**src/rtl/loop_status_cfg.svh**
```systemverilog
// bit positions, offsets and reset values of the loop status words
// assumes inclusion by the status block and the testbench only
`ifndef LOOP_STATUS_CFG_SVH
`define LOOP_STATUS_CFG_SVH
`define LOOP_ONE_STATUS_OFS   4'h8
`define LOOP_TWO_STATUS_OFS   4'h9
`define BIT_FIRST_ALARM       1
`define BIT_SECOND_ALARM      0
`define BIT_SAVE_DONE         15
`define BIT_SENSOR_ERR        14
`define BIT_CUR_OVERFLOW      13
`define BIT_FATAL_ERR         12
`define BIT_STANDBY           11
`define BIT_TUNED_PENDING     10
`define BIT_SETTING_ERR       9
`define BIT_SAVE_REQUEST      14
`define CUR_OVERFLOW_LIMIT    16'h0226
`define SAVE_COPY_CYCLES      8'h10
`define STATUS_WORD_RESET     16'h0000
`define STATUS_TWO_RESET      16'h0800
`endif

```
**src/rtl/loop_status_pkg.sv**
```systemverilog
// types of the loop status block
// assumes the cfg header for numeric constants
package loop_status_pkg;
   typedef struct packed {
      logic        sensor_absent;
      logic        sensor_broken;
      logic        temp_out_of_range;
      logic        cjc_fault;
      logic        host_wdt_error;
      logic        tuned_update;
      logic        tuned_delivered;
      logic        setting_invalid;
   } cond_t;
   typedef struct packed {
      logic [15:0] temp;
      logic [15:0] alarm1_lo;
      logic [15:0] alarm1_hi;
      logic [15:0] alarm2_lo;
      logic [15:0] alarm2_hi;
      logic [15:0] heater_cur;
   } meas_t;
   typedef enum logic [2:0] {
      SAVE_IDLE = 3'b001,
      SAVE_COPY = 3'b010,
      SAVE_DONE = 3'b100
   } save_state_t;
endpackage

```
**src/rtl/sync_bit.sv**
```systemverilog
// two-flop synchroniser for one asynchronous level
// assumes the destination runs on clk_sys
`timescale 1ns/1ps
module sync_bit (
   // clock and reset
   input  wire logic clk_sys,
   input  wire logic rst,
   // level in and out
   input  wire logic din,
   output logic      dout
);
   logic meta_ff;
   // first stage read only by the second
   always_ff @(posedge clk_sys or posedge rst) begin
      if (rst) begin
         meta_ff <= 1'b0;
         dout    <= 1'b0;
      end else begin
         meta_ff <= din;
         dout    <= meta_ff;
      end
   end
endmodule // sync_bit

```
**src/rtl/loop_status_flag_word.sv**
```systemverilog
// loop one alarm bits and loop two status word reported to the host
// assumes io_refresh and save_request come from host logic on clk_sys;
// condition inputs come from pins and are synchronised here
// What this block does
// - alarm bits set while temperature inside their range, clear outside.
// - save-completed bit set once the RAM-to-EEPROM copy finishes.
// - host sets save request; device starts the copy on seeing it.
// - save-completed clears as soon as save request becomes set.
// - save-completed reads cleared right after power-up.
// - sensor error on absent sensor, broken wire or out-of-range input.
// - current overflow set while heater current exceeds the limit.
// - fatal error on cold-junction fault or host watchdog error.
// - standby set while waiting for first refresh after start or restart.
// - tuned-constants bit set when autotuning updates PID constants.
// - while tuned bit set, host constants count as undelivered.
// - setting error set when any host setting is invalid.
`timescale 1ns/1ps
`include "loop_status_cfg.svh"
module loop_status_flag_word (
   // clock and reset
   input  wire logic                   clk_sys,
   input  wire logic                   rst,
   // host refresh side
   input  wire logic                   io_refresh,
   input  wire logic                   save_request,
   input  wire logic                   module_restart,
   // pin conditions and measurements
   input  wire loop_status_pkg::cond_t cond_in,
   input  wire loop_status_pkg::meas_t meas,
   // eeprom copy engine
   output logic                        copy_start,
   input  wire logic                   copy_done,
   // status words
   output logic [15:0]                 loop_one_status_word,
   output logic [15:0]                 loop_two_status_word
);
   import loop_status_pkg::*;

   cond_t       cond_s;
   save_state_t save_ff;
   save_state_t nxt_save;
   logic        save_req_d_ff;
   logic        standby_ff;
   logic        tuned_ff;
   logic        save_done_ff;
   logic        nxt_save_done;
   logic [15:0] nxt_one;
   logic [15:0] nxt_two;

   // pin conditions cross into clk_sys per bit
   genvar gi;
   generate
      for (gi = 0; gi < $bits(cond_t); gi = gi + 1) begin : g_sync
         sync_bit u_sync (
            .clk_sys (clk_sys),
            .rst     (rst),
            .din     (cond_in[gi]),
            .dout    (cond_s[gi])
         );
      end
   endgenerate

   // decode of the live conditions
   wire save_rise  = save_request & ~save_req_d_ff;
   wire alarm1_in  = (meas.temp >= meas.alarm1_lo) && (meas.temp <= meas.alarm1_hi);
   wire alarm2_in  = (meas.temp >= meas.alarm2_lo) && (meas.temp <= meas.alarm2_hi);
   wire sensor_err = cond_s.sensor_absent | cond_s.sensor_broken | cond_s.temp_out_of_range;
   wire cur_ovf    = meas.heater_cur > `CUR_OVERFLOW_LIMIT;
   wire fatal_err  = cond_s.cjc_fault | cond_s.host_wdt_error;
   wire set_err    = cond_s.setting_invalid;
   // live standby, so a restart shows before the next refresh
   wire standby_live = standby_ff | module_restart;

   // save sequencer next state
   always_comb begin
      nxt_save = save_ff;
      case (save_ff)
         SAVE_IDLE: if (save_rise) nxt_save = SAVE_COPY;
         // a fresh request beats a done in the same cycle; the restarted copy brings its own
         SAVE_COPY: if (copy_done && !save_rise) nxt_save = SAVE_DONE;
         SAVE_DONE: if (save_rise) nxt_save = SAVE_COPY;
         default:   nxt_save = SAVE_IDLE;
      endcase
   end

   // completion flag: new request wins so each save starts deasserted
   // clear on request
   assign nxt_save_done = save_rise ? 1'b0 :
                          (save_ff == SAVE_COPY && copy_done) ? 1'b1 : save_done_ff;

   // words assembled from live conditions, latched on refresh
   always_comb begin
      nxt_one = `STATUS_WORD_RESET;
      nxt_one[`BIT_FIRST_ALARM]  = alarm1_in;
      nxt_one[`BIT_SECOND_ALARM] = alarm2_in;
      nxt_two = `STATUS_WORD_RESET;
      nxt_two[`BIT_SAVE_DONE]     = nxt_save_done;
      nxt_two[`BIT_SENSOR_ERR]    = sensor_err;
      nxt_two[`BIT_CUR_OVERFLOW]  = cur_ovf;
      nxt_two[`BIT_FATAL_ERR]     = fatal_err;
      nxt_two[`BIT_STANDBY]       = standby_ff & ~io_refresh;
      nxt_two[`BIT_TUNED_PENDING] = tuned_ff;
      nxt_two[`BIT_SETTING_ERR]   = set_err;
   end

   // save sequencer and completion
   always_ff @(posedge clk_sys or posedge rst) begin
      if (rst) begin
         save_ff       <= SAVE_IDLE;
         save_req_d_ff <= 1'b0;
         save_done_ff  <= 1'b0;
         copy_start    <= 1'b0;
      end else begin
         save_ff       <= nxt_save;
         save_req_d_ff <= save_request;
         save_done_ff  <= nxt_save_done;
         copy_start    <= save_rise;
      end
   end

   always_ff @(posedge clk_sys or posedge rst) begin
      if (rst) begin
         standby_ff <= 1'b1;
      end else if (module_restart) begin
         standby_ff <= 1'b1;
      end else if (io_refresh) begin
         standby_ff <= 1'b0;
      end
   end

   // delivery clears pending; an update in the same cycle wins
   always_ff @(posedge clk_sys or posedge rst) begin
      if (rst) begin
         tuned_ff <= 1'b0;
      end else if (cond_s.tuned_update) begin
         tuned_ff <= 1'b1;
      end else if (cond_s.tuned_delivered) begin
         tuned_ff <= 1'b0;
      end
   end

   always_ff @(posedge clk_sys or posedge rst) begin
      if (rst) begin
         loop_one_status_word <= `STATUS_WORD_RESET;
         loop_two_status_word <= `STATUS_TWO_RESET;
      end else if (io_refresh) begin
         loop_one_status_word <= nxt_one;
         loop_two_status_word <= nxt_two;
      end else begin
         loop_two_status_word[`BIT_SAVE_DONE] <= nxt_save_done;
         loop_two_status_word[`BIT_STANDBY]   <= standby_live;
      end
   end

   // checks
   AST_ALARM_WINDOW: assert property (@(posedge clk_sys) disable iff (rst)
      io_refresh |=> loop_one_status_word[`BIT_FIRST_ALARM] == $past(alarm1_in))
      else $error("first alarm bit wrong after refresh");
   AST_DONE_SET: assert property (@(posedge clk_sys) disable iff (rst)
      (save_ff == SAVE_COPY && copy_done && !save_rise) |=> loop_two_status_word[15])
      else $error("save done not set");
   AST_COPY_START: assert property (@(posedge clk_sys) disable iff (rst)
      (save_request && !save_req_d_ff) |=> copy_start && save_ff == SAVE_COPY)
      else $error("copy not started on request");
   AST_DONE_CLEAR: assert property (@(posedge clk_sys) disable iff (rst)
      (save_request && !save_req_d_ff) |=> !loop_two_status_word[15])
      else $error("save done not cleared on request");
   AST_SENSOR: assert property (@(posedge clk_sys) disable iff (rst)
      (io_refresh && sensor_err) |=> loop_two_status_word[`BIT_SENSOR_ERR])
      else $error("sensor error missing");
   AST_OVF: assert property (@(posedge clk_sys) disable iff (rst)
      io_refresh |=> loop_two_status_word[`BIT_CUR_OVERFLOW] == $past(cur_ovf))
      else $error("overflow bit wrong");
   AST_FATAL: assert property (@(posedge clk_sys) disable iff (rst)
      (io_refresh && fatal_err) |=> loop_two_status_word[`BIT_FATAL_ERR])
      else $error("fatal bit missing");
   AST_STANDBY: assert property (@(posedge clk_sys) disable iff (rst)
      (io_refresh && !module_restart) |=> !standby_ff ##1 !standby_ff [*1])
      else $error("standby not cleared by refresh");
   AST_TUNED: assert property (@(posedge clk_sys) disable iff (rst)
      cond_s.tuned_update |=> tuned_ff)
      else $error("tuned pending not set");
   AST_SETERR: assert property (@(posedge clk_sys) disable iff (rst)
      io_refresh |=> loop_two_status_word[`BIT_SETTING_ERR] == $past(set_err))
      else $error("setting error bit wrong");
   COV_SAVE: cover property (@(posedge clk_sys) disable iff (rst) save_rise ##[1:50] copy_done);
   COV_STANDBY: cover property (@(posedge clk_sys) disable iff (rst) standby_ff ##1 !standby_ff);
   COV_ALARM: cover property (@(posedge clk_sys) disable iff (rst) io_refresh && alarm1_in && alarm2_in);
   COV_RESTART: cover property (@(posedge clk_sys) disable iff (rst) module_restart ##[1:20] io_refresh);
   COV_OVERFLOW: cover property (@(posedge clk_sys) disable iff (rst) io_refresh && cur_ovf);

   // checks on the held words and the flag registers behind them

   AST_ALARM2_WINDOW: assert property (@(posedge clk_sys) disable iff (rst)
      io_refresh
      |=> loop_one_status_word[`BIT_SECOND_ALARM] == $past(alarm2_in))
      else $error("second alarm bit wrong after refresh");

   AST_SENSOR_CLEAR: assert property (@(posedge clk_sys) disable iff (rst)
      (io_refresh && !sensor_err)
      |=> !loop_two_status_word[`BIT_SENSOR_ERR])
      else $error("sensor error bit set without a fault");

   AST_FATAL_CLEAR: assert property (@(posedge clk_sys) disable iff (rst)
      (io_refresh && !fatal_err)
      |=> !loop_two_status_word[`BIT_FATAL_ERR])
      else $error("fatal bit set without a source");

   AST_DONE_HOLD: assert property (@(posedge clk_sys) disable iff (rst)
      (!save_rise && !(save_ff == SAVE_COPY && copy_done))
      |=> $stable(loop_two_status_word[`BIT_SAVE_DONE]))
      else $error("save done changed without an event");

   AST_DONE_STATE: assert property (@(posedge clk_sys) disable iff (rst)
      save_ff == SAVE_DONE
      |-> loop_two_status_word[`BIT_SAVE_DONE])
      else $error("save done low in done state");

   AST_DONE_LOW_IN_COPY: assert property (@(posedge clk_sys) disable iff (rst)
      save_ff == SAVE_COPY
      |-> !loop_two_status_word[`BIT_SAVE_DONE])
      else $error("save done high while a copy runs");

   AST_COPY_PULSE: assert property (@(posedge clk_sys) disable iff (rst)
      copy_start
      |=> !copy_start)
      else $error("copy start longer than one cycle");

   AST_COPY_ONLY: assert property (@(posedge clk_sys) disable iff (rst)
      !save_rise
      |=> !copy_start)
      else $error("copy started without a request");

   AST_COPY_STATE: assert property (@(posedge clk_sys) disable iff (rst)
      copy_start
      |-> save_ff == SAVE_COPY)
      else $error("copy start outside the copy state");

   AST_STANDBY_SET: assert property (@(posedge clk_sys) disable iff (rst)
      module_restart
      |=> standby_ff)
      else $error("standby not set by restart");

   AST_STANDBY_WORD: assert property (@(posedge clk_sys) disable iff (rst)
      (module_restart && !io_refresh)
      |=> loop_two_status_word[`BIT_STANDBY])
      else $error("standby bit not shown after restart");

   AST_STANDBY_FALL: assert property (@(posedge clk_sys) disable iff (rst)
      $fell(standby_ff)
      |-> $past(io_refresh))
      else $error("standby cleared without a refresh");

   AST_TUNED_WORD: assert property (@(posedge clk_sys) disable iff (rst)
      io_refresh
      |=> loop_two_status_word[`BIT_TUNED_PENDING] == $past(tuned_ff))
      else $error("tuned pending bit wrong after refresh");

   AST_TUNED_CLEAR: assert property (@(posedge clk_sys) disable iff (rst)
      (cond_s.tuned_delivered && !cond_s.tuned_update)
      |=> !tuned_ff)
      else $error("tuned pending not cleared by delivery");

   AST_TUNED_HOLD: assert property (@(posedge clk_sys) disable iff (rst)
      (!cond_s.tuned_update && !cond_s.tuned_delivered)
      |=> $stable(tuned_ff))
      else $error("tuned pending changed without an event");

   AST_ONE_HOLD: assert property (@(posedge clk_sys) disable iff (rst)
      !io_refresh
      |=> $stable(loop_one_status_word))
      else $error("first word changed between refreshes");

   AST_TWO_HOLD: assert property (@(posedge clk_sys) disable iff (rst)
      !io_refresh
      |=> $stable(loop_two_status_word[14:12]) && $stable(loop_two_status_word[10:0]))
      else $error("second word changed between refreshes");
endmodule // loop_status_flag_word

```
**config.mk**
```make
export PLATFORM = sky130hd
export DESIGN_NAME = loop_status_flag_word
export DESIGN_NICKNAME = d
export VERILOG_FILES = /design/src/rtl/loop_status_pkg.sv /design/src/rtl/sync_bit.sv /design/src/rtl/loop_status_flag_word.sv
export VERILOG_INCLUDE_DIRS = /design/src /design/src/rtl
export SDC_FILE = /design/constraint.sdc
export NUM_CORES = 1
export LEC_CHECK = 0
export ABC_AREA = 1
export BUFFER_PORTS_ARGS = -buffer_cell sky130_fd_sc_hd__buf_2
export CAP_MARGIN = 30
export CORE_ASPECT_RATIO = 1.75
export CORE_UTILIZATION = 40
export CTS_CLUSTER_DIAMETER = 50
export DETAILED_ROUTE_END_ITERATION = 10
export MAX_ROUTING_LAYER = met4
export PLACE_DENSITY = 0.78
export SYNTH_ARGS = -nofsm -noshare
export SYNTH_HDL_FRONTEND = slang
export SYNTH_SLANG_ARGS = --single-unit
export TNS_END_PERCENT = 100
```
**constraint.sdc**
```tcl
create_clock -name clk_sys -period 1.4 [get_ports clk_sys]
set_input_delay 0.21 -clock clk_sys [delete_from_list [all_inputs] [get_ports clk_sys]]
set_output_delay 0.21 -clock clk_sys [all_outputs]
set_load 0.01 [all_outputs]
```
Yosys cells after proc, flatten, opt, wreduce, memory -nomap -nowiden
Index checks and enable logic that the tools add are counted.
Storage, ports and cells
  bits in registers: 33
  input bits: 110
  logic and storage cells: 62
Cells by class
  multiplexer cells: 10
  reduce and logical (&&, ||, !) cells: 9
  equal/unequal tests: 5
  magnitude comparators: 5
  bitwise logic cells: 8
Operators by type and width (count)
  >= comparator 16 bit: 2
  less-or-equal comparator 16 bit: 2
  greater-than comparator 16 x 10 -> 1 bit, second input constant: 1
  2-to-1 mux 1 bit: 7
  2-to-1 mux 3 bit: 2
  one-hot mux 3 bit (2 select lines): 1
  logical AND 1 bit: 4
  bitwise OR 1 bit: 4
  nonzero test 2 bit: 2
  equality test 3 x 1 -> 1 bit, second input constant: 1
  equality test 3 x 2 -> 1 bit, second input constant: 1
  equality test 3 bit, second input constant: 1
  AND 1 bit: 2
  != test 2 x 1 -> 1 bit, second input constant: 1
  != test 2 bit, second input constant: 1
  NOT 1 bit: 2
  AND reduction 2 bit: 1
  OR reduction 2 bit: 1
  logical NOT 1 bit: 1

Depth between registers and ports, before layout
Gate-level depths: netlist (run 1).
  depth in word-level cells: 6
  depth in mapped cells: 13

Modules after synthesis
Synthesis (run 1) repeated with hierarchy kept, for this count alone.
Unflattened totals
  cells, all modules: 407
  area, all modules: 2994.1 um^2
By module, submodules not included
  loop_status_flag_word: seq. area each 404.1 um^2, instances 1, area an instance 2563.7 um^2, cells an instance 383
  sync_bit: seq. area each 50.0 um^2, instances 8, area an instance 53.8 um^2, cells an instance 3

Worst setup path before layout (run 1)
Ideal clock, no wire load.
  path type: input -> register
  from: input port meas[17] (netlist name)
  to: register loop_one_status_word[0]
  stages on the path: 13
  data required time: 1284 ps
  arrival: 1043 ps
  path slack: 241 ps
  path buffers: 0
  library setup time: 116 ps
  path through: inv_1 > ha_1 > inv_1 > o21bai_1 > nand2_1 > nand2_1 > nand2_1 > nand2_1 > nand2_1 > nand2_1 > nand2_1 > nand2_1 > nand2_1
Between the ends
  longest elaborated chain between the ends: 2
RTL lines
  start: declaration: line loop_status_flag_word.sv:29  | input wire loop_status_pkg::meas_t meas,
  less-or-equal comparator 16 bit: line loop_status_flag_word.sv:66  | wire alarm2_in = (meas.temp >= meas.alarm2_lo) && (meas.temp <= meas.alarm2_hi);
  logical AND 1 bit: line loop_status_flag_word.sv:66
  end signal: assignment: line loop_status_flag_word.sv:144  | loop_one_status_word <= `STATUS_WORD_RESET;
  end signal: assignment: line loop_status_flag_word.sv:147  | loop_one_status_word <= nxt_one;
  end: declaration: line loop_status_flag_word.sv:34  | output logic [15:0] loop_one_status_word,
Every way passes these cells.
A chain may end at the register's enable or synchronous reset.

Final worst setup path (run 1)
  from: input port meas[85] (netlist name)
  to: register loop_one_status_word[1]
Between the ends
  longest elaborated chain between the ends: 2
  elaborated cells on any way between the ends: 3
  those cells by class: 2 x order compare; 1 x reduce/logical
RTL lines
  >= comparator 16 bit or less-or-equal comparator 16 bit (tied branches): line loop_status_flag_word.sv:65  | wire alarm1_in = (meas.temp >= meas.alarm1_lo) && (meas.temp <= meas.alarm1_hi);
  logical AND 1 bit *: line loop_status_flag_word.sv:65
Every way passes the cells marked *; elsewhere a longest branch is shown, timed or not.

==> out/results.md, run 1 <==
| Metric | Value |
|---|---|
| Outcome | complete, no violations |
| Commonest non-fill, non-tap cells in the layout | 119 x buf_2, 88 x inv_1, 87 x nand2_1 |
| Core Box Area | 7180 µm² |
| Synthesis warning total | 0 |
| Most common cell after layout, fill and taps aside | buf_2 |
| Synth top area cells | ha_1 27%, dfrtp_1 24%, inv_1 11% |
| Leak pwr | 0.00237 µW |
| Routed wirelength normalized by instance count | 10.4 µm |
| Combinational family with the most area after synthesis | adder cells |
| Cell area after placement | 3580 µm² |
| Worst Path Arrival | 1380 ps |
| Initial core utilization | 41.4% |
| Buffer depth of the longest clock path | 2 |
| Final number of hold-violating endpoints | 0 |
| Fraction of final layout cells sized beyond drive strength 1 | 28.1% |
| Switching part of the total power | 31.1% |
| Cell area after technology mapping | 2970 µm² |
| Number of global-route vias before repair | 2562 |
| Slew Limit Fails | 0 |
| CTS Buf Count | 5 |
| GP Congestion | 0.954 |
| Startpoint kind of the worst setup timing path | input port |
| R2R setup slack | 260 ps |
| Maximum number of pins on one net before global-route repair | 33 |
| Cell row count | 41 |
| Count of cells resized by post-cts repair | 0 |
| Top-Level Pins | 143 |
| Number of fillers in the final layout | 726 |
| Via count normalized by instance count | 4.56 |
| Core utilization of the finished layout | 51.9% |
| 1st-iter DRT viols | 79 |
| Worst clock skew | 2.56 ps |
| Final design instance area without fill | 3720 µm² |
| Area fraction in compound gates after synthesis | 8.71% |
| Antenna diode instance count | 0 |
| Data required time of the worst path | 1610 ps |
| Setup repair after global routing missed its margin | false |
| Average cell area after synthesis | 7.41 µm² |
| Seq/Total Area, Yosys | 27.1% |
| Endpoint class of the critical path | flip-flop |
| Grt ovf | 0 |
| Clock share of power | 34.2% |
| Area of the multi-input gates | 1700 µm² |
| Setup total negative slack | 0 ps |
| Critical path peak fanout | 4 |
| Count of vias placed by the detailed router | 2793 |
| Quantity of I/O buffers inserted on ports | 119 |
| Number of instances in the synthesized netlist | 401 |
| Antenna Violating Nets Remaining | 0 |
| Combinational fraction of design power | 30.2% |
| Synth Area in Adders | 26.9% |
| Synth area leader | ha_1 |
| # nets final | 699 |
| CTS Hold Buffers Added | 0 |
| Post-detailed-route DRC marker count | 0 |
| Global-route wire length before repair | 10100 µm |
| Multiplexer fraction of the synthesized cell area | 0% |
| H-tree levels | 2 |
| Post-route fraction of the period consumed by the critical path | 83.5% |
| XOR/XNOR Fraction of Synth Area | 0% |
| Number of clock sinks | 32 |
| Clock tree from TritonCTS | done |
| Internal power consumption | 2080 µW |
| X dimension of the die | 67.2 µm |
| Power spent charging and discharging nets | 941 µW |
| Synthesis-to-layout area growth | 25.3% |
| Post CTS Setup Buffer Count | 0 |
| Max cap viols | 0 |
| Area taken by flip-flops and latches | 805 µm² |
| Global-route usage over all layers | 17.6% |
| Number of optimization iterations in the first detailed-route pass | 4 |
| Clock transition at path regs | 50 ps |
| Die height | 116 µm |
| Number of antenna violations at the first check in global routing | 0 |
| Simple-Gate Fraction of Synth Area | 18.7% |
| Power per standard cell area | 812 nW/µm² |
| Number of different library cells in the post-synthesis netlist | 23 |
| Share of the synthesized area in the top cell type | 26.9% |
| Upper clock frequency limit | 855 MHz |
| Wire length reported by the detailed router | 6350 µm |
| DIE AREA | 7790 µm² |
| Setup violations, final | 0 |
| Detailed-placement wirelength estimate | 5710 µm |
| Latest clock arrival within the worst-skew pair | 270 ps |
| Post-layout minimum cycle time | 1170 ps |
| Part of the power in registers | 35.6% |
| Kind of critical path | input port to flip-flop |
| Power after layout | 3020 µW |
| Number of flip-flops and latches in the synthesized netlist | 32 |
| Worst min-delay path class | input port to async pin |
| Library cell used as clock root buffer | clkbuf_16 |
| IR Drop Worst-Case VDD | 1030 µV |
sequential cells by signal (all words and copies together), names as in the netlist:
register and count:
g_sync.u_sync.dout 8, loop_two_status_word 7, copy_start 1, save_ff 3
save_req_d_ff 1, loop_one_status_word 2, tuned_ff 1, standby_ff 1
g_sync.u_sync.meta_ff 8
final cells by class:
class | count | share of cell area (%)
tap | 86 | 2.89
sequential | 32 | 21.6
multi-input combinational | 269 | 45.7
timing repair buffer | 120 | 16.2
clock buffer | 5 | 3.36
inverter | 97 | 9.77
clock inverter | 3 | 0.504
power groups by stage:
stage               Clock [µW]  Sequential [µW]  Combinational, µW
detailed placement           0             1090                918
CTS                       1060             1080                923
global placement             0             1090                876
finish                    1030             1080                914
global route              1100             1090               1070
floorplan                    0             1090                628
worst paths after layout:
kind	cells after the start	start	endpoint
max in group asynchronous	3	rst	save_ff[0]
setup reg to reg	6	save_ff[0]	save_ff[0]
hold reg to reg	0	g_sync[5].u_sync.meta_ff	g_sync[5].u_sync.dout
min in group clk_sys	1	cond_in[0]	g_sync[0].u_sync.meta_ff
hold / removal	3	rst	g_sync[1].u_sync.dout
setup / recovery	12	meas[85]	loop_one_status_word[1]
cells by family (layout without fill, tap and decap cells):
kind of cell,after synthesis,after routing
AO/OA/AOI/OAI,49,49
AND/OR/NAND/NOR,133,133
buffers and inverters,122,225
adder cells (fa/ha/maj),64,64
flip-flops,32,32
other,1,23
per-stage QoR:
stage          hold WS [ps]  setup slack [ps]  std cells
2_1_floorplan           239               241        423
3_3_place_gp            295             -34.0        604
3_5_place_dp            306             -52.6        604
4_1_cts                13.2               237        612
5_1_grt                33.0              70.5        612
6_report               3.24               231        612
per-layer routing:
metal	up-vias	part of all wire (%)	global-route usage (%)
met2	101	55	33.3
met5	-	0	-
met1	1224	35	15.7
met4	0	5.2	10.2
met3	19	5.2	2.46
li1	1449	-	-
cell usage after synthesis:
cell type and count:
inv_2 9, inv_1 88, dfstp_2 3, a21oi_1 30
nor3_1 3, ha_1 64, a31oi_1 1, nand2_1 87
nor3b_2 1, dfrtp_1 29, nor2_1 21, o21a_1 2
nor4_1 1, nor2_2 3, o21ai_0 7, buf_2 1
nand4_1 6, o21ai_1 6, nand2_2 4, buf_4 24
nand3_1 7, conb_1 1, o21bai_1 3
critical path, cell delays in order:
cell	delay (ps)
buf_2	130
ha_1	290
nand2_1	50
inv_1	60
nand2_2	60
nor2_2	90
nor2_1	40
nand2_1	140
nand2_1	70
a21oi_1	120
nand2_1	60
nand2_1	50
Power figures use the tool's default switching activity.
==> run 2, diff against run 1 <==
==> constraint.sdc (replaced) <==
create_clock -name clk_sys -period 1.15 [get_ports clk_sys]
set_input_delay 0.1725 -clock clk_sys [delete_from_list [all_inputs] [get_ports clk_sys]]
set_output_delay 0.1725 -clock clk_sys [all_outputs]
set_load 0.01 [all_outputs]
==> run 2 against run 1 <==
Effect of this change: clock skew grew 1.4 ps; count of clock-buffer cells in the layout grew 1; setup slack lost 220 ps; cell count grew 1.1%; wire length grew 5.3%; sequential share of layout area shrank 1.8 points; global-route usage grew 0.30 points; core utilization grew 4.8 points; largest cell class unchanged; largest power group is now the clock network; highest routed layer unchanged.
==> out/results.md, run 2 (synthesized netlist as in run 1, its figures left out) <==
| Metric | Value | Delta |
|---|---|---|
| Outcome | complete, no violations | unchanged |
| GP Congestion | 0.958 | was 0.954 |
| DIE AREA | 7790 µm² | unchanged |
| Endpoint class of the critical path | flip-flop | unchanged |
| CTS Buf Count | 5 | unchanged |
| Count of vias placed by the detailed router | 2766 | was 2793 |
| Clock share of power | 35.3% | was 34.2% |
| Setup repair after global routing missed its margin | true | was false |
| Maximum number of pins on one net before global-route repair | 33 | unchanged |
| Quantity of I/O buffers inserted on ports | 119 | unchanged |
| Startpoint kind of the worst setup timing path | flip-flop | was input port |
| Die height | 116 µm | unchanged |
| Latest clock arrival within the worst-skew pair | 270 ps | about the same |
| Library cell used as clock root buffer | clkbuf_16 | unchanged |
| Worst Path Arrival | 1300 ps | was 1380 ps |
| Upper clock frequency limit | 878 MHz |  |
| Power per standard cell area | 1010 nW/µm² | was 812 nW/µm² |
| Core Box Area | 7180 µm² | unchanged |
| Switching part of the total power | 29.3% | was 31.1% |
| Combinational fraction of design power | 32.6% | was 30.2% |
| Synthesis-to-layout area growth | 36.8% | was 25.3% |
| Buffer depth of the longest clock path | 2 | unchanged |
| Final number of hold-violating endpoints | 0 | unchanged |
| Final Non-Filler Cells | 619 | was 612 |
| Post-detailed-route DRC marker count | 0 | unchanged |
| IR Drop Worst-Case VDD | 1290 µV | was 1030 µV |
| Global-route wire length before repair | 10300 µm | was 10100 µm |
| Number of optimization iterations in the first detailed-route pass | 4 | unchanged |
| H-tree levels | 2 | unchanged |
| Internal power consumption | 2890 µW | was 2080 µW |
| Antenna diode instance count | 0 | unchanged |
| Worst min-delay path class | input port to flip-flop | was input port to async pin |
| Part of the power in registers | 32.1% | was 35.6% |
| Worst clock skew | 3.96 ps | was 2.56 ps |
| Worst-case setup slack after placement | -277 ps | was -52.6 ps |
| Leak pwr | 0.00244 µW | was 0.00237 µW |
| Maximum cell stage delay along the critical path | 540 ps | was 290 ps |
| # nets final | 706 | was 699 |
| Core utilization of the finished layout | 56.6% | was 51.9% |
| Critical path peak fanout | 3 | was 4 |
| Commonest non-fill, non-tap cells in the layout | 108 x buf_2, 84 x nand2_1, 77 x inv_1 | was 119 x buf_2, 88 x inv_1, 87 x nand2_1 |
| Master of the slowest instance on the critical path | dfstp_2 | was ha_1 |
| Number of antenna violations at the first check in global routing | 0 | unchanged |
| Cell breakdown of the critical path | nor2_1 > inv_1 > nor2_2 > inv_2 > nor2_4 > o21ai_2 > nand2_1 | was buf_2 > ha_1 > nand2_1 > inv_1 > nand2_2 > nor2_2 > nor2_1 > nand2_1 > nand2_1 > a21oi_1 > nand2_1 > nand2_1 |
| Detailed-placement wirelength estimate | 5560 µm | was 5710 µm |
| Routed wirelength normalized by instance count | 10.8 µm | was 10.4 µm |
| Clock tree from TritonCTS | done | unchanged |
| 1st-iter DRT viols | 117 | was 79 |
| Setup ws final | 10.6 ps | was 231 ps |
| Initial core utilization | 41.4% | unchanged |
| Number of global-route vias before repair | 2661 | was 2562 |
| Clock transition at path regs | 50 ps | about the same |
| Max cap viols | 0 | unchanged |
| Fraction of final layout cells sized beyond drive strength 1 | 34.7% | was 28.1% |
| Cell row count | 41 | unchanged |
| X dimension of the die | 67.2 µm | unchanged |
| Cell area after placement | 3620 µm² | was 3580 µm² |
| Final design instance area without fill | 4070 µm² | was 3720 µm² |
| Number of clock sinks | 32 | unchanged |
| Kind of critical path | flip-flop to flip-flop | was input port to flip-flop |
| Data required time of the worst path | 1310 ps | was 1610 ps |
| Number of fillers in the final layout | 642 | was 726 |
| Antenna Violating Nets Remaining | 0 | unchanged |
| Power spent charging and discharging nets | 1200 µW | was 941 µW |
| Largest registers | g_sync.u_sync.dout x8, g_sync.u_sync.meta_ff x8, loop_two_status_word x7 | unchanged |
| Global-route usage over all layers | 17.9% | was 17.6% |
| Setup total negative slack | 0 ps | unchanged |
| Most common cell after layout, fill and taps aside | buf_2 | unchanged |
| Top-Level Pins | 143 | unchanged |
| Number of cells in the design after placement | 608 | was 604 |
| Via count normalized by instance count | 4.47 | was 4.56 |
| Post-layout minimum cycle time | 1140 ps |  |
| Wire length reported by the detailed router | 6690 µm | was 6350 µm |
| Grt ovf | 0 | unchanged |
| Slew Limit Fails | 0 | unchanged |
| Post-route fraction of the period consumed by the critical path | 99.1% |  |
| Setup violations, final | 0 | unchanged |
-- run 2: power groups by stage --
stage	Combinational, µW	Clock (µW)	Sequential [µW]
6_report	1330	1440	1310
5_1_grt	1520	1510	1330
4_1_cts	1140	1470	1320
3_5_place_dp	1130	0	1330
3_3_place_gp	1090	0	1320
2_1_floorplan	765	0	1330
-- run 2: cell type report --
cell class	instances	area, µm²	share of cell area [%]
Clock inverter	2	35.0	0.861
Inverter	97	367	9.01
Multi-Input combinational cell	269	1870	46.0
Clock buffer	6	129	3.17
Timing Repair Buffer	127	752	18.5
Sequential cell	32	805	19.8
Tap cell	86	108	2.65
-- run 2: worst paths after layout --
path / start / endpoint / slack (ps) / cells after the start
max in group asynchronous: rst / standby_ff / 430 / 4
worst min-delay path: cond_in[2] / g_sync[2].u_sync.meta_ff / 7 / 1
worst max-delay path: save_ff[0] / save_ff[2] / 10 / 7
worst max register to register: save_ff[0] / save_ff[2] / 10 / 7
worst min register to register: g_sync[4].u_sync.meta_ff / g_sync[4].u_sync.dout / 350 / 0
min in group asynchronous: rst / g_sync[2].u_sync.dout / 480 / 4
-- run 2: routing by layer --
| metal | vias up | track usage [%] | part of all wire, % |
|---|---|---|---|
| met1 | 1190 | 15.3 | 36 |
| met4 | 0 | 8.65 | 3.0 |
| met2 | 100 | 35.3 | 56 |
| met5 | - | - | 0 |
| li1 | 1463 | - | - |
| met3 | 13 | 2.76 | 5.0 |
-- run 2: what timing repair did --
item	4_1_cts	5_1_grt
setup endpoints to repair	0	5
buffers inserted	0	2
hold buffers	1	0
endpoints found under the hold margin	29	0
gates resized for setup	0	63
-- run 2: through the flow --
step / hold WS [ps] / power (µW)
detailed placement: 220 / 2460
CTS: 2.53 / 3920
global placement: 213 / 2410
floorplan: 202 / 2100
global route: 1.51 / 4360
finish: 6.56 / 4090
-- run 2: critical path, delay by kind of cell (launching register included) --
kind,cells,cell delay [ps]
AO/OA/AOI/OAI,1,150
flip-flops,1,540
AND/OR/NAND/NOR,4,190
buffers and inverters,2,150
